--- config.mk ---
export PLATFORM = sky130hd
export DESIGN_NAME = bic_top
export DESIGN_NICKNAME = d
export VERILOG_FILES = /design/src/bic_pkg.sv /design/src/bic_filt_if.sv /design/src/bic_top.sv /design/src/bic_debounce.sv
export SDC_FILE = /design/constraint.sdc
export NUM_CORES = 1
export LEC_CHECK = 0
export ABC_AREA = 1
export BUFFER_PORTS_ARGS = -buffer_cell sky130_fd_sc_hd__buf_2
export CAP_MARGIN = 25
export CORE_ASPECT_RATIO = 1.2
export CORE_UTILIZATION = 57
export DETAILED_ROUTE_END_ITERATION = 7
export PLACE_DENSITY = 0.79
export SLEW_MARGIN = 30
export SYNTH_ARGS = -nofsm -noshare
export SYNTH_HDL_FRONTEND = slang
export SYNTH_SLANG_ARGS = --single-unit
--- constraint.sdc ---
create_clock -name CORE_CLK -period 3.9 [get_ports CORE_CLK]
set_clock_uncertainty 0.15 [all_clocks]
set_input_delay 0.78 -clock CORE_CLK [delete_from_list [all_inputs] [get_ports CORE_CLK]]
set_output_delay 0.78 -clock CORE_CLK [all_outputs]
set_load 0.01 [all_outputs]
--- src/bic_pkg.sv ---
package bic_pkg;
  localparam int CLK_PERIOD_NS = 50;
  localparam int CHANNEL_UPDATE_NS = 20000;
  localparam int PULSE_STEP_NS = 10000;
  localparam int TICK20_CYC = CHANNEL_UPDATE_NS / CLK_PERIOD_NS;
  localparam int TICK10_CYC = PULSE_STEP_NS / CLK_PERIOD_NS;
  localparam int TICK_W = 9;
  localparam logic [TICK_W-1:0] TICK20_LAST = TICK_W'(TICK20_CYC - 1);
  localparam logic [TICK_W-1:0] TICK10_LAST = TICK_W'(TICK10_CYC - 1);
  localparam int NUM_CH = 2;
  localparam int NUM_DP = 4;
  localparam int DP_OUT = 0;
  localparam int REG_W = 16;
  localparam int SAMPLE_W = 8;
  // 8191 ticks of 20 us give 163.82 ms.
  localparam int DBN_LEN_W = 13;
  localparam int DBN_EN_BIT = 15;
  localparam int DBN_MODE_BIT = 14;
  localparam int CMP_MODE_LSB = 6;
  localparam int CMP_MODE_W = 2;
  localparam logic [1:0] CMP_HYST = 2'h0;
  localparam logic [1:0] CMP_MID = 2'h1;
  localparam logic [1:0] CMP_GT = 2'h2;
  localparam logic [1:0] CMP_LT = 2'h3;
  localparam int FORCE_BIT = 3;
  localparam int INVALID_LSB = 4;
  localparam logic [1:0] INV_FORCE = 2'h0;
  localparam logic [1:0] INV_PASS = 2'h1;
  localparam logic [1:0] INV_TOGGLE = 2'h2;
  localparam logic [1:0] INV_HOLD = 2'h3;
  localparam int PIN_SEL_BIT = 2;
  localparam int LOAD_EN_LSB = 14;
  localparam int IDLE_MODE_BIT = 0;
  localparam int PULSE_CODE_W = 8;
  localparam int PULSE_DUR_W = 12;
  localparam int HOLD_CODE_W = 6;
  localparam int RISE_W = 8;
  typedef enum logic [1:0] {LOAD_IDLE, LOAD_PULSE, LOAD_HOLD} bic_load_state_t;
endpackage

--- src/bic_filt_if.sv ---
`timescale 1ns/1ns
interface bic_filt_if;
  import bic_pkg::*;
  logic tick;
  logic cmp;
  logic en;
  logic updown;
  logic [DBN_LEN_W-1:0] len;
  logic out;
  modport filt (input tick, input cmp, input en, input updown, input len, output out);
  modport ctl (output tick, output cmp, output en, output updown, output len, input out);
endinterface

--- src/bic_top.sv ---
`timescale 1ns/1ns
// Functional notes
// [RULE1] Greater-than mode: result high above threshold, low below it.
// [RULE2] Less-than mode: result high at or below threshold, low above it.
// [RULE3] Each datapath debounces its comparator, stepping every 20 us tick.
// [RULE4] Debounce length field holds up to 8191 ticks, 163.82 ms.
// [RULE5] Zero length bypasses the debounce, passing the comparator straight through.
// [RULE6] Filter register bit 14 picks up/clear (0, reset) or up/down (1).
// [RULE7] Up/clear, output low: count up while high, clear when low early.
// [RULE8] Up/clear, output high: hold, count down when low, reload when high again.
// [RULE9] Up/down: count up saturating at length, down when low; output follows ends.
// [RULE10] All filter outputs, both channels, appear as status bits; the output-path bits show the final result after invalid mode.
// [RULE11] Output-path results drive first pin and second pin, chosen by control bit 2.
// [RULE12] Protection disabled means invalid mode until protection returns.
// [RULE13] Invalid mode field: force value, pass, toggle entry value, hold.
// [RULE14] Load is off when both load enable bits are zero.
// [RULE15] On input high, pulse current for the set time, then constant current.
// [RULE16] Pulse current is an 8-bit code, 0.2 mA a step.
// [RULE17] Pulse time is a 12-bit code in 10 us steps.
// [RULE18] Constant current is a 6-bit code, 0.1 mA a step.
// [RULE19] Low idle mode starts the pulse once the sample reaches the rise threshold.
// [RULE20] High idle mode starts the pulse as soon as input voltage appears.
// [RULE21] Pulse current only while the channel output is low.
// [RULE22] Host sets output length at least 3 and rise threshold below high threshold.
// [RULE23] Filter register bit 15 enables that datapath's comparator and debounce. Here it gates the debounce only; the comparator runs regardless.
// [RULE24] Both channels share one set of datapath settings.
// [RULE25] Greater-than mode leaves the result unchanged on an equal sample.
// [RULE26] Each channel has its own comparator, counter and output state.
module bic_top
  import bic_pkg::*;
(
  input wire logic CORE_CLK, // Core clock, 20 MHz.
  input wire logic SRST, // Synchronous reset, active high.
  input wire logic CE, // Clock enable, freezes all state when low.
  input wire logic SAMPLE_VALID, // One-cycle strobe, a new sample is present.
  input wire logic SAMPLE_CHANNEL, // Channel of the sample, 0 first input, 1 second.
  input wire logic [SAMPLE_W-1:0] SAMPLE_DATA, // Sample code.
  input wire logic PROTECT_EN, // Register protection on; low means invalid mode.
  input wire logic IRQ_LEVEL_N, // Interrupt level shown on the shared pin.
  input wire logic [REG_W-1:0] REG_CONTROL, // Control register.
  input wire logic [REG_W-1:0] REG_DATAPATH_CONTROL, // Modes, invalid-mode field.
  input wire logic [4*SAMPLE_W-1:0] REG_HIGH_THRESHOLDS, // Byte per datapath.
  input wire logic [REG_W-1:0] REG_OUTPUT_PATH_DEBOUNCE, // Output path filter.
  input wire logic [REG_W-1:0] REG_WARNING_A_DEBOUNCE, // Warning A filter.
  input wire logic [REG_W-1:0] REG_WARNING_B_DEBOUNCE, // Warning B filter.
  input wire logic [REG_W-1:0] REG_WARNING_C_DEBOUNCE, // Warning C filter.
  input wire logic [REG_W-1:0] REG_PULSE_CURRENT_LEVEL, // Pulse current code.
  input wire logic [REG_W-1:0] REG_PULSE_DURATION, // Pulse time in 10 us.
  input wire logic [REG_W-1:0] REG_HOLD_CURRENT_LEVEL, // Constant current code.
  input wire logic [REG_W-1:0] REG_LOAD_RISE_THRESHOLD, // Rise threshold.
  input wire logic [REG_W-1:0] REG_LOAD_ENABLE, // Load enable bits.
  input wire logic [REG_W-1:0] REG_LOAD_CONTROL, // Idle mode select.
  output logic FIRST_OUTPUT, // First output pin.
  output logic SECOND_OUTPUT, // Second output or interrupt pin level.
  output logic SECOND_OE, // Drive enable of the shared pin.
  output logic [2*NUM_DP-1:0] FILTER_STATUS, // Filter results, two bits a datapath.
  output logic INVALID_ACTIVE, // Invalid mode in force.
  output logic [NUM_CH-1:0] LOAD_PULSE_ON, // Pulsed current on, per channel.
  output logic [NUM_CH-1:0] LOAD_HOLD_ON, // Constant current on, per channel.
  output logic [PULSE_CODE_W-1:0] LOAD_PULSE_CODE, // Pulse current code.
  output logic [HOLD_CODE_W-1:0] LOAD_HOLD_CODE // Constant current code.
);
  function automatic logic [1:0] dp_mode(input logic [REG_W-1:0] ctrl, input int d);
    return ctrl[CMP_MODE_LSB + CMP_MODE_W * d +: CMP_MODE_W];
  endfunction

  function automatic logic cmp_next(input logic [1:0] mode, input logic [SAMPLE_W-1:0] s,
                                    input logic [SAMPLE_W-1:0] thr, input logic prev);
    logic r;
    r = prev;
    case (mode)
      CMP_GT: begin
        if (s > thr) begin
          r = 1'b1;
        end else if (s < thr) begin
          r = 1'b0;
        end
      end
      CMP_LT: r = (s <= thr);
      // Hysteretic and midrange modes are not built here; the result holds.
      default: r = prev;
    endcase
    return r;
  endfunction

  logic [REG_W-1:0] dp_cfg [NUM_DP];
  logic [NUM_DP-1:0] cmp_q [NUM_CH];
  logic [NUM_DP-1:0] dbn_out [NUM_CH];
  logic [SAMPLE_W-1:0] sample_q [NUM_CH];
  logic [TICK_W-1:0] tick_cnt_q;
  logic tick20;
  logic tick10;
  logic invalid;
  logic inval_q;
  logic [NUM_CH-1:0] entry_q;
  logic [NUM_CH-1:0] final_q;
  logic [NUM_CH-1:0] final_d;
  logic sec_out_q;
  logic sec_oe_q;
  logic [2*NUM_DP-1:0] status_q;
  logic [1:0] inv_mode;

  assign dp_cfg[0] = REG_OUTPUT_PATH_DEBOUNCE;
  assign dp_cfg[1] = REG_WARNING_A_DEBOUNCE;
  assign dp_cfg[2] = REG_WARNING_B_DEBOUNCE;
  assign dp_cfg[3] = REG_WARNING_C_DEBOUNCE;

  ////////////////////////////////////////////////////////////////////////////
  // Channel tick: 20 us for the filters, every 10 us for the pulse timer.
  always_ff @(posedge CORE_CLK) begin
    if (SRST) begin
      tick_cnt_q <= '0;
    end else if (CE) begin
      tick_cnt_q <= tick20 ? '0 : tick_cnt_q + TICK_W'(1);
    end
  end

  assign tick20 = (tick_cnt_q == TICK20_LAST); // RULE3
  assign tick10 = tick20 || (tick_cnt_q == TICK10_LAST);

  ////////////////////////////////////////////////////////////////////////////
  // Comparators. Only the sampled channel updates, so channels stay apart.
  always_ff @(posedge CORE_CLK) begin
    if (SRST) begin
      for (int c = 0; c < NUM_CH; c++) begin
        cmp_q[c] <= '0;
        sample_q[c] <= '0;
      end
    end else if (CE && SAMPLE_VALID) begin
      sample_q[SAMPLE_CHANNEL] <= SAMPLE_DATA;
      for (int d = 0; d < NUM_DP; d++) begin
        // One shared setting set serves both channels.
        cmp_q[SAMPLE_CHANNEL][d] <= cmp_next(dp_mode(REG_DATAPATH_CONTROL, d), SAMPLE_DATA, // RULE24 RULE26
          REG_HIGH_THRESHOLDS[SAMPLE_W * d +: SAMPLE_W], cmp_q[SAMPLE_CHANNEL][d]); // RULE1 RULE2 RULE25
      end
    end
  end

  ////////////////////////////////////////////////////////////////////////////
  // Debounce filters, one for each datapath of each channel.
  for (genvar gc = 0; gc < NUM_CH; gc++) begin : g_ch
    for (genvar gd = 0; gd < NUM_DP; gd++) begin : g_dp
      bic_filt_if fif ();
      assign fif.tick = tick20;
      assign fif.cmp = cmp_q[gc][gd];
      assign fif.en = dp_cfg[gd][DBN_EN_BIT]; // RULE23
      assign fif.updown = dp_cfg[gd][DBN_MODE_BIT]; // RULE6
      assign fif.len = dp_cfg[gd][DBN_LEN_W-1:0]; // RULE4
      assign dbn_out[gc][gd] = fif.out;
      bic_debounce u_dbn (
        .clk(CORE_CLK),
        .srst(SRST),
        .ce(CE),
        .port(fif)
      );
    end
  end

  ////////////////////////////////////////////////////////////////////////////
  // Invalid mode override of the two output-path results.
  assign invalid = !PROTECT_EN; // RULE12
  assign inv_mode = REG_DATAPATH_CONTROL[INVALID_LSB +: 2];

  always_comb begin
    for (int c = 0; c < NUM_CH; c++) begin
      final_d[c] = dbn_out[c][DP_OUT];
      if (invalid) begin
        case (inv_mode) // RULE13
          INV_FORCE: final_d[c] = REG_DATAPATH_CONTROL[FORCE_BIT];
          INV_PASS: final_d[c] = dbn_out[c][DP_OUT];
          // On the entry cycle the entry value is still the current one.
          INV_TOGGLE: final_d[c] = inval_q ? !entry_q[c] : !final_q[c];
          INV_HOLD: final_d[c] = final_q[c];
          default: final_d[c] = final_q[c];
        endcase
      end
    end
  end

  always_ff @(posedge CORE_CLK) begin
    if (SRST) begin
      inval_q <= 1'b0;
      entry_q <= '0;
      final_q <= '0;
    end else if (CE) begin
      inval_q <= invalid;
      if (invalid && !inval_q) begin
        entry_q <= final_q;
      end
      final_q <= final_d;
    end
  end

  ////////////////////////////////////////////////////////////////////////////
  // Pins and status.
  always_ff @(posedge CORE_CLK) begin
    if (SRST) begin
      sec_out_q <= 1'b0;
      sec_oe_q <= 1'b1;
      status_q <= '0;
    end else if (CE) begin
      if (REG_CONTROL[PIN_SEL_BIT]) begin // RULE11
        // Interrupt use makes the pin open drain: it only ever pulls low.
        sec_out_q <= 1'b0;
        sec_oe_q <= !IRQ_LEVEL_N;
      end else begin
        sec_out_q <= final_d[1];
        sec_oe_q <= 1'b1;
      end
      for (int d = 0; d < NUM_DP; d++) begin
        for (int c = 0; c < NUM_CH; c++) begin
          status_q[NUM_CH * d + c] <= (d == DP_OUT) ? final_d[c] : dbn_out[c][d]; // RULE10
        end
      end
    end
  end

  assign FIRST_OUTPUT = final_q[0]; // RULE11
  assign SECOND_OUTPUT = sec_out_q;
  assign SECOND_OE = sec_oe_q;
  assign FILTER_STATUS = status_q;
  assign INVALID_ACTIVE = inval_q;

  ////////////////////////////////////////////////////////////////////////////
  // Programmable load, one sequencer per channel.
  always_ff @(posedge CORE_CLK) begin
    if (SRST) begin
      LOAD_PULSE_CODE <= '0;
      LOAD_HOLD_CODE <= '0;
    end else if (CE) begin
      LOAD_PULSE_CODE <= REG_PULSE_CURRENT_LEVEL[PULSE_CODE_W-1:0]; // RULE16
      LOAD_HOLD_CODE <= REG_HOLD_CURRENT_LEVEL[HOLD_CODE_W-1:0]; // RULE18
    end
  end

  for (genvar gc = 0; gc < NUM_CH; gc++) begin : g_load
    bic_load_state_t st_q;
    bic_load_state_t st_d;
    logic [PULSE_DUR_W-1:0] dur_q;
    logic pulse_q;
    logic hold_q;
    logic load_en;
    logic high_idle;
    logic present;
    logic [PULSE_DUR_W-1:0] dur_cfg;

    assign load_en = REG_LOAD_ENABLE[LOAD_EN_LSB + gc]; // RULE14
    assign high_idle = REG_LOAD_CONTROL[IDLE_MODE_BIT];
    assign dur_cfg = REG_PULSE_DURATION[PULSE_DUR_W-1:0]; // RULE17
    // Input counts as present at the rise threshold, or at any voltage in high idle.
    assign present = high_idle ? (sample_q[gc] != '0) : // RULE20
      (sample_q[gc] >= REG_LOAD_RISE_THRESHOLD[RISE_W-1:0]); // RULE19

    always_comb begin
      st_d = st_q;
      case (st_q)
        LOAD_IDLE: begin
          if (load_en && present && !final_q[gc]) begin // RULE21
            st_d = (dur_cfg == '0) ? LOAD_HOLD : LOAD_PULSE;
          end
        end
        LOAD_PULSE: begin
          if (!load_en) begin
            st_d = LOAD_IDLE;
          end else if (final_q[gc]) begin // RULE21
            st_d = LOAD_HOLD;
          end else if (tick10 && dur_q >= dur_cfg - PULSE_DUR_W'(1)) begin // RULE15
            st_d = LOAD_HOLD;
          end
        end
        LOAD_HOLD: begin
          // Stays on until the load is disabled or the input falls away while the output is low, so it cannot re-trigger.
          if (!load_en || (!present && !final_q[gc])) begin
            st_d = LOAD_IDLE;
          end
        end
        default: st_d = LOAD_IDLE;
      endcase
    end

    always_ff @(posedge CORE_CLK) begin
      if (SRST) begin
        st_q <= LOAD_IDLE;
        dur_q <= '0;
        pulse_q <= 1'b0;
        hold_q <= 1'b0;
      end else if (CE) begin
        st_q <= st_d;
        pulse_q <= (st_d == LOAD_PULSE);
        hold_q <= (st_d == LOAD_HOLD); // RULE15
        if (st_q != LOAD_PULSE) begin
          dur_q <= '0;
        end else if (tick10) begin
          dur_q <= dur_q + PULSE_DUR_W'(1);
        end
      end
    end

    assign LOAD_PULSE_ON[gc] = pulse_q;
    assign LOAD_HOLD_ON[gc] = hold_q;

  end
endmodule

--- src/bic_debounce.sv ---
`timescale 1ns/1ns
module bic_debounce
  import bic_pkg::*;
(
  input wire logic clk, // Core clock.
  input wire logic srst, // Synchronous reset, active high.
  input wire logic ce, // Clock enable.
  bic_filt_if.filt port // Comparator in, filter result out.
);
  logic [DBN_LEN_W-1:0] cnt_q;
  logic out_q;
  logic at_len;
  logic at_floor;

  // Lowering the length below the count must still saturate, hence the compare.
  assign at_len = cnt_q >= (port.len - DBN_LEN_W'(1));
  assign at_floor = cnt_q <= DBN_LEN_W'(1);
  assign port.out = out_q;

  always_ff @(posedge clk) begin
    if (srst) begin
      cnt_q <= '0;
      out_q <= 1'b0;
    end else if (ce) begin
      if (!port.en) begin // RULE23
        cnt_q <= '0;
        out_q <= 1'b0;
      end else if (port.len == '0) begin // RULE5
        cnt_q <= '0;
        out_q <= port.cmp;
      end else if (port.tick) begin // RULE3
        if (port.cmp) begin
          if (!port.updown && out_q) begin
            cnt_q <= port.len; // RULE8
          end else if (at_len) begin // RULE9
            cnt_q <= port.len;
            out_q <= 1'b1;
          end else begin
            cnt_q <= cnt_q + DBN_LEN_W'(1);
          end
        end else if (!port.updown && !out_q) begin
          cnt_q <= '0; // RULE7
        end else if (at_floor) begin
          cnt_q <= '0;
          out_q <= 1'b0;
        end else begin
          cnt_q <= cnt_q - DBN_LEN_W'(1);
        end
      end
    end
  end
endmodule

==> qor.csv, run 1 <==
metric;value;unit
status;complete, no violations;
top post-synthesis cells by area;dfxtp_1 (18%), nand2_1 (15%), ha_1 (13%);
DRT iter0 DRCs;1372;
Mapped Cells;3219;
FF-to-FF Start;g_ch[1].g_dp[2].u_dbn.cnt_q[5];
Max Slew Vio Count;0;
Synth Area per Inst;6.34;um^2
hold path start;REG_HOLD_CURRENT_LEVEL[4];
Seq/Total Area, Yosys;21.2;%
CP Data Required Time;4.15;ns
H-Tree Depth;1;
Die ar.;0.0365;mm^2
RSZ-0062 raised after global routing;no;
Total GRT Usage;32.0;%
Worst-Margin Slew;0.964;ns
Power Density;244;mW/mm^2
worst path cell trace;buf_2 -> nor4_1 -> nand2_1 -> nor3_2 -> nand2_1 -> nor3_1 -> xnor2_1 -> ha_1 -> nand2_1 -> o21ai_0 -> a21oi_1 -> nand4_1 -> buf_4 -> clkinv_1 -> nand2_1 -> nand3_1 -> nand2_1 -> a21oi_1;
Yosys top cell area share;17.7;%
HPWL Detailed;45.2;mm
worst hold endpoint;LOAD_HOLD_CODE[4];
Clock transition at path regs;0.06;ns
setup repair bufs after CTS;0;
number of synthesized register bits;204;
Worst path slowest cell;ha_1;
Die Wd;175;um
largest net degree at the start of global routing;62;
core area;0.0351;mm^2
max-cap viol count;0;
Final #Nets;3795;
Final setup viols;0;
cts bufs inserted;25;
most used cell, CP;nand2_1;
async set or reset register ratio after synthesis;0;%
Die H;209;um
buffer levels on the longest clock path;3;
Worst R2R End;g_ch[1].g_dp[2].u_dbn.cnt_q[1];
share of cells above drive strength 1;9.24;%
final antenna-violating net count;0;
Crit path depth;18;
CTS Sinks;204;
clock tree from TritonCTS;built;
FMAX;0.292;GHz
Register-to-Register Path Depth;12;
uppermost layer routed;met5;
number of global-route vias before repair;21184;
fillers;3329;
routability cong.;0.951;
worst hold-check path type;in -> reg;
Buf/Inv on CP;3;
r2r setup slk;1.19;ns
final core occ;63.6;%
number of port buffers;185;
CP top delay family;simple AND/OR/NAND/NOR gates;
Worst VDD drop;270;uV
Area growth, synth to finish;9.50;%
DRC;0;
Avg WL per Cell;15.4;um
CP Capture Type;flip-flop;
DR WL met2;28.7;mm
number of flops mapped to enable cells by yosys;24;
CTS resizes;0;
wl on met1;23.9;mm
Critical Path Max Stage Delay;0.32;ns
Netlist Area Pre-Place;0.0204;mm^2
crit start category;primary input;
Hold Buf Count CTS;0;
kind of critical path;in -> reg;
via total after detailed routing;21769;
Pre-antenna DRT Iters;5;
Final min period;3.43;ns
Worst Path Arrival;3.68;ns
clock root buffer;clkbuf_16;
syn_nets;3667;
Vias/cell;5.69;
Slew Limit Headroom;35.5;%
Synth Warn #;0;
area leader, netlist;dfxtp_1;
Hold Slack;0.308;ns
CP Max Fanout;9;
final hold vios;0;
gr ovfl total;0;
insertion delay to the later sink of the worst-skew pair;0.56;ns
first-pass GRT wire length;98.1;mm
met3 wire length;3.44;mm
WL final;59.1;mm
Yosys cell types;54;
I/O pin total;269;
initial antenna violation count;4;
Initial Util;58.1;%
Top FF cell, synth;dfxtp_1;
hold-critical path depth;3;
post-route clock period utilization;87.9;%
Pleak;10.1;nW
FP Rows;75;
kinds of logic after synthesis:
logic type / count (synthesis) / synth area share [%]
XOR/XNOR: 203 / 8.72
AO/OA/AOI/OAI: 511 / 13.4
adder cells (fa/ha/maj): 209 / 12.8
flip-flops: 204 / 21.2
buffers and inverters: 467 / 9.52
AND/OR/NAND/NOR: 1625 / 34.3
worst max-delay path by stage:
stage / startpoint / endpoint
after floorplan: REG_WARNING_A_DEBOUNCE[0] / g_ch[1].g_dp[1].u_dbn.cnt_q[10]
after global placement: REG_WARNING_C_DEBOUNCE[1] / g_ch[1].g_dp[3].u_dbn.cnt_q[7]
after detailed placement: REG_WARNING_B_DEBOUNCE[1] / g_ch[0].g_dp[2].u_dbn.cnt_q[5]
after CTS: REG_WARNING_B_DEBOUNCE[1] / g_ch[0].g_dp[2].u_dbn.cnt_q[10]
after global routing: REG_WARNING_C_DEBOUNCE[1] / g_ch[1].g_dp[3].u_dbn.cnt_q[11]
final: REG_WARNING_B_DEBOUNCE[1] / g_ch[0].g_dp[2].u_dbn.cnt_q[5]
tightest hold or removal path: cells and delay by family:
kind,cells,cell delay (ns)
AND/OR/NAND/NOR,2,0.11
buffers and inverters,1,0.07
synthesized netlist by cell type (7+ instances only):
cell      count
o21ai_0     108
nand2_1     804
o21ai_1      18
ha_1        209
clkinv_1     10
a21oi_2      13
nor4_1       29
clkbuf_1     53
nand3_1     212
nor3_1       65
a21oi_1     324
buf_4        14
edfxtp_1     24
buf_6         7
inv_1       331
nor2_1      376
nand3b_1     14
inv_2         8
xor2_1      160
nand4_1      91
o221ai_1      9
xnor2_1      43
o211ai_1     12
dfxtp_1     180
buf_2        31
cell usage in the layout (no fill, tap or decap), drive strengths merged, types with 2 or more instances in the layout:
cell type / count
nand2: 811
nor2: 384
inv: 341
a21oi: 337
buf: 218
nand3: 214
ha: 209
dfxtp: 180
xor2: 160
o21ai: 126
nand4: 92
nor3: 68
xnor2: 43
nor4: 31
clkbuf: 27
edfxtp: 24
clkinv: 20
nand3b: 14
o211ai: 12
o221ai: 9
or2: 7
a31oi: 6
a211oi: 6
o21bai: 5
clkinvlp: 5
o21a: 4
and3: 2
a21o: 2
bufinv: 2
per-stage QoR:
step / instance area (um^2) / power, mW / TNS, ns / setup WS (ns) / instances
after global routing: 22300 / 5.69 / 0 / 0.116 / 3828
after detailed placement: 21500 / 3.15 / -0.715 / -0.0896 / 3782
after CTS: 22300 / 5.47 / 0 / 0.480 / 3827
final: 22300 / 5.46 / 0 / 0.471 / 3828
after floorplan: 20400 / 2.81 / 0 / 0.375 / 3219
after global placement: 21500 / 3.11 / 0 / 0.0578 / 3782
flip-flops by register name, summed over array words and instances, names as in the netlist, 4 cells and up:
register / cells
g_ch.g_dp.u_dbn.port.out: 8
g_load.dur_q: 24
cmp_q: 8
LOAD_HOLD_CODE: 6
FILTER_STATUS: 7
LOAD_PULSE_CODE: 8
tick_cnt_q: 9
sample_q: 16
g_load.st_q: 4
g_ch.g_dp.u_dbn.cnt_q: 104
power breakdown:
part | switching (mW) | internal (mW) | leakage, nW | total, mW
clock | 1.02 | 1.32 | 0.381 | 2.34
combinational | 0.575 | 0.312 | 8.01 | 0.887
sequential | 0.0605 | 2.17 | 1.69 | 2.23
total | 1.66 | 3.80 | 10.1 | 5.46
layer usage:
metal  track usage (%)  vias up
met2              57.1      793
met4              18.0        4
met5                 0        -
met1              36.6     9904
li1                  -    10866
met3              3.97      202
final cells by class:
class	instances	area [um^2]	area share (%)
clock inverter	18	168	0.751
tap	462	578	2.59
clock buffer	27	633	2.83
antenna	1	2.50	0.0112
multi-input combinational	2548	14100	63.3
inverter	350	1320	5.89
sequential	204	4320	19.4
timing repair buffer	218	1180	5.27
Note: power is estimated with default switching activity, not from simulation.
==> run 2, diff against run 1 <==
Settings changed: RECOVER_POWER set to 25.
==> qor.csv, run 2 (same netlist as run 1, synthesis figures left out) <==
metric;value;unit
crit start category;primary input;
post-route clock period utilization;87.8;%
final hold vios;0;
Initial Util;58.1;%
first-pass GRT wire length;98.1;mm
worst hold-check path type;in -> reg;
met3 usage;3.97;%
post-route setup TNS;0;ns
FMAX;0.292;GHz
cts bufs inserted;25;
Global Route met2 Usage;57.1;%
Slew Limit Headroom;21.2;%
Hold Slack;0.310;ns
Vias/cell;5.67;
FF-to-FF Start;g_ch[1].g_dp[0].u_dbn.cnt_q[0];
Hold Buf Count CTS;0;
RSZ-0062 raised after global routing;no;
Final setup viols;0;
Pre-antenna DRT Iters;7;
Largest Register;g_ch.g_dp.u_dbn.cnt_q;
Die ar.;0.0365;mm^2
Worst Path Arrival;3.67;ns
gr ovfl total;0;
Worst-Margin Slew;1.18;ns
Power Density;245;mW/mm^2
CTS Sinks;204;
H-Tree Depth;1;
Die H;209;um
Worst VDD drop;266;uV
clock tree from TritonCTS;built;
Die Wd;175;um
CP Capture Type;flip-flop;
Pleak;9.96;nW
M1 GR Usage;36.6;%
largest net degree at the start of global routing;62;
Max Slew Vio Count;0;
setup repair bufs after CTS;0;
DRT iter0 DRCs;1380;
Avg WL per Cell;15.4;um
total power;5.45;mW
initial antenna violation count;4;
max-cap viol count;0;
status;complete, no violations;
largest registers;g_ch.g_dp.u_dbn.cnt_q: 104 flops, g_load.dur_q: 24 flops, sample_q: 16 flops;
Final min period;3.42;ns
HPWL Detailed;45.2;mm
via total after detailed routing;21695;
insertion delay to the later sink of the worst-skew pair;0.56;ns
CP Max Fanout;9;
WL final;59.1;mm
FP Rows;75;
Total GRT Usage;32.0;%
hold path start;REG_HOLD_CURRENT_LEVEL[4];
number of global-route vias before repair;21184;
CP Data Required Time;4.15;ns
final antenna-violating net count;0;
max FFs per register;104;
buffer levels on the longest clock path;3;
Clock transition at path regs;0.06;ns
grt peak-use layer;met2;
DRC;0;
routability cong.;0.951;
I/O pin total;269;
most common cell after layout, fill and taps aside;nand2_1;
kind of critical path;in -> reg;
share of cells above drive strength 1;8.23;%
Final #Nets;3795;
commonest non-fill, non-tap cells in the layout;nand2_1 (806), nor2_1 (376), inv_1 (332), a21oi_1 (324), nand3_1 (212);
CP Launch Point;REG_WARNING_B_DEBOUNCE[1];
Area growth, synth to finish;9.18;%
clock root buffer;clkbuf_16;
core area;0.0351;mm^2
number of port buffers;185;
## run 2: cell types whose count changed in the layout (fill, tap and decap cells not counted)
cell / before / now
clkbuf_1: 2 / 33
buf_2: 184 / 157
nand2_4: 4 / 2
buf_4: 34 / 30
inv_2: 8 / 7
nand2_1: 804 / 806
inv_1: 331 / 332
## run 2: metal layers
metal	up-vias	wire length, um
met3	183	3630
li1	10873	-
met5	-	22
met4	4	2940
met1	9871	23900
met2	764	28700
## run 2: final cells by class
class	instances	area, um^2
Inverter	350	1320
Timing Repair Buffer	218	1130
Sequential cell	204	4320
Clock buffer	27	633
Antenna cell	1	2.50
Fill cell	3351	12800
Multi-Input combinational cell	2548	14100
Tap cell	462	578
Clock inverter	18	168
## run 2: what timing repair did
| item | in CTS | in global routing |
|---|---|---|
| endpoints found under the hold margin | 0 | 0 |
| resized for setup | 0 | 1 |
| setup endpoints to repair | 0 | 1 |
## run 2: worst max-delay path: stages
cell and delay [ns]:
buf_2 0.14, nor4_1 0.28, nand2_1 0.13, nor3_2 0.16
nand2_1 0.11, nor3_1 0.22, xnor2_1 0.16, ha_1 0.32
nand2_1 0.06, o21ai_0 0.19, a21oi_1 0.10, nand4_1 0.20
buf_4 0.19, clkinv_1 0.27, nand2_1 0.15, nand3_1 0.08
nand2_1 0.07, a21oi_1 0.05
## run 2: metrics by stage
| stage | area [um^2] | util [%] | instances | worst slack [ns] |
|---|---|---|---|---|
| CTS | 22300 | 63.6 | 3827 | 0.480 |
| floorplan | 20400 | - | 3219 | 0.375 |
| finish | 22300 | 63.5 | 3828 | 0.477 |
| detailed placement | 21500 | 61.3 | 3782 | -0.0896 |
| global placement | 21500 | 61.3 | 3782 | 0.0578 |
| global route | 22300 | 63.5 | 3828 | 0.116 |
## run 2: power by group
| group | leakage, nW | switching, mW | internal (mW) |
|---|---|---|---|
| combinational | 7.89 | 0.574 | 0.305 |
| clock | 0.381 | 1.02 | 1.32 |
| sequential | 1.69 | 0.0609 | 2.17 |
## run 2: final timing paths
path / endpoint / slack (ns) / cells after the start
setup reg to reg: g_ch[1].g_dp[0].u_dbn.cnt_q[1] / 1.19 / 12
hold reg to reg: SECOND_OUTPUT / 0.32 / 2
setup / recovery: g_ch[0].g_dp[2].u_dbn.cnt_q[5] / 0.48 / 18
hold / removal: LOAD_HOLD_CODE[4] / 0.31 / 3
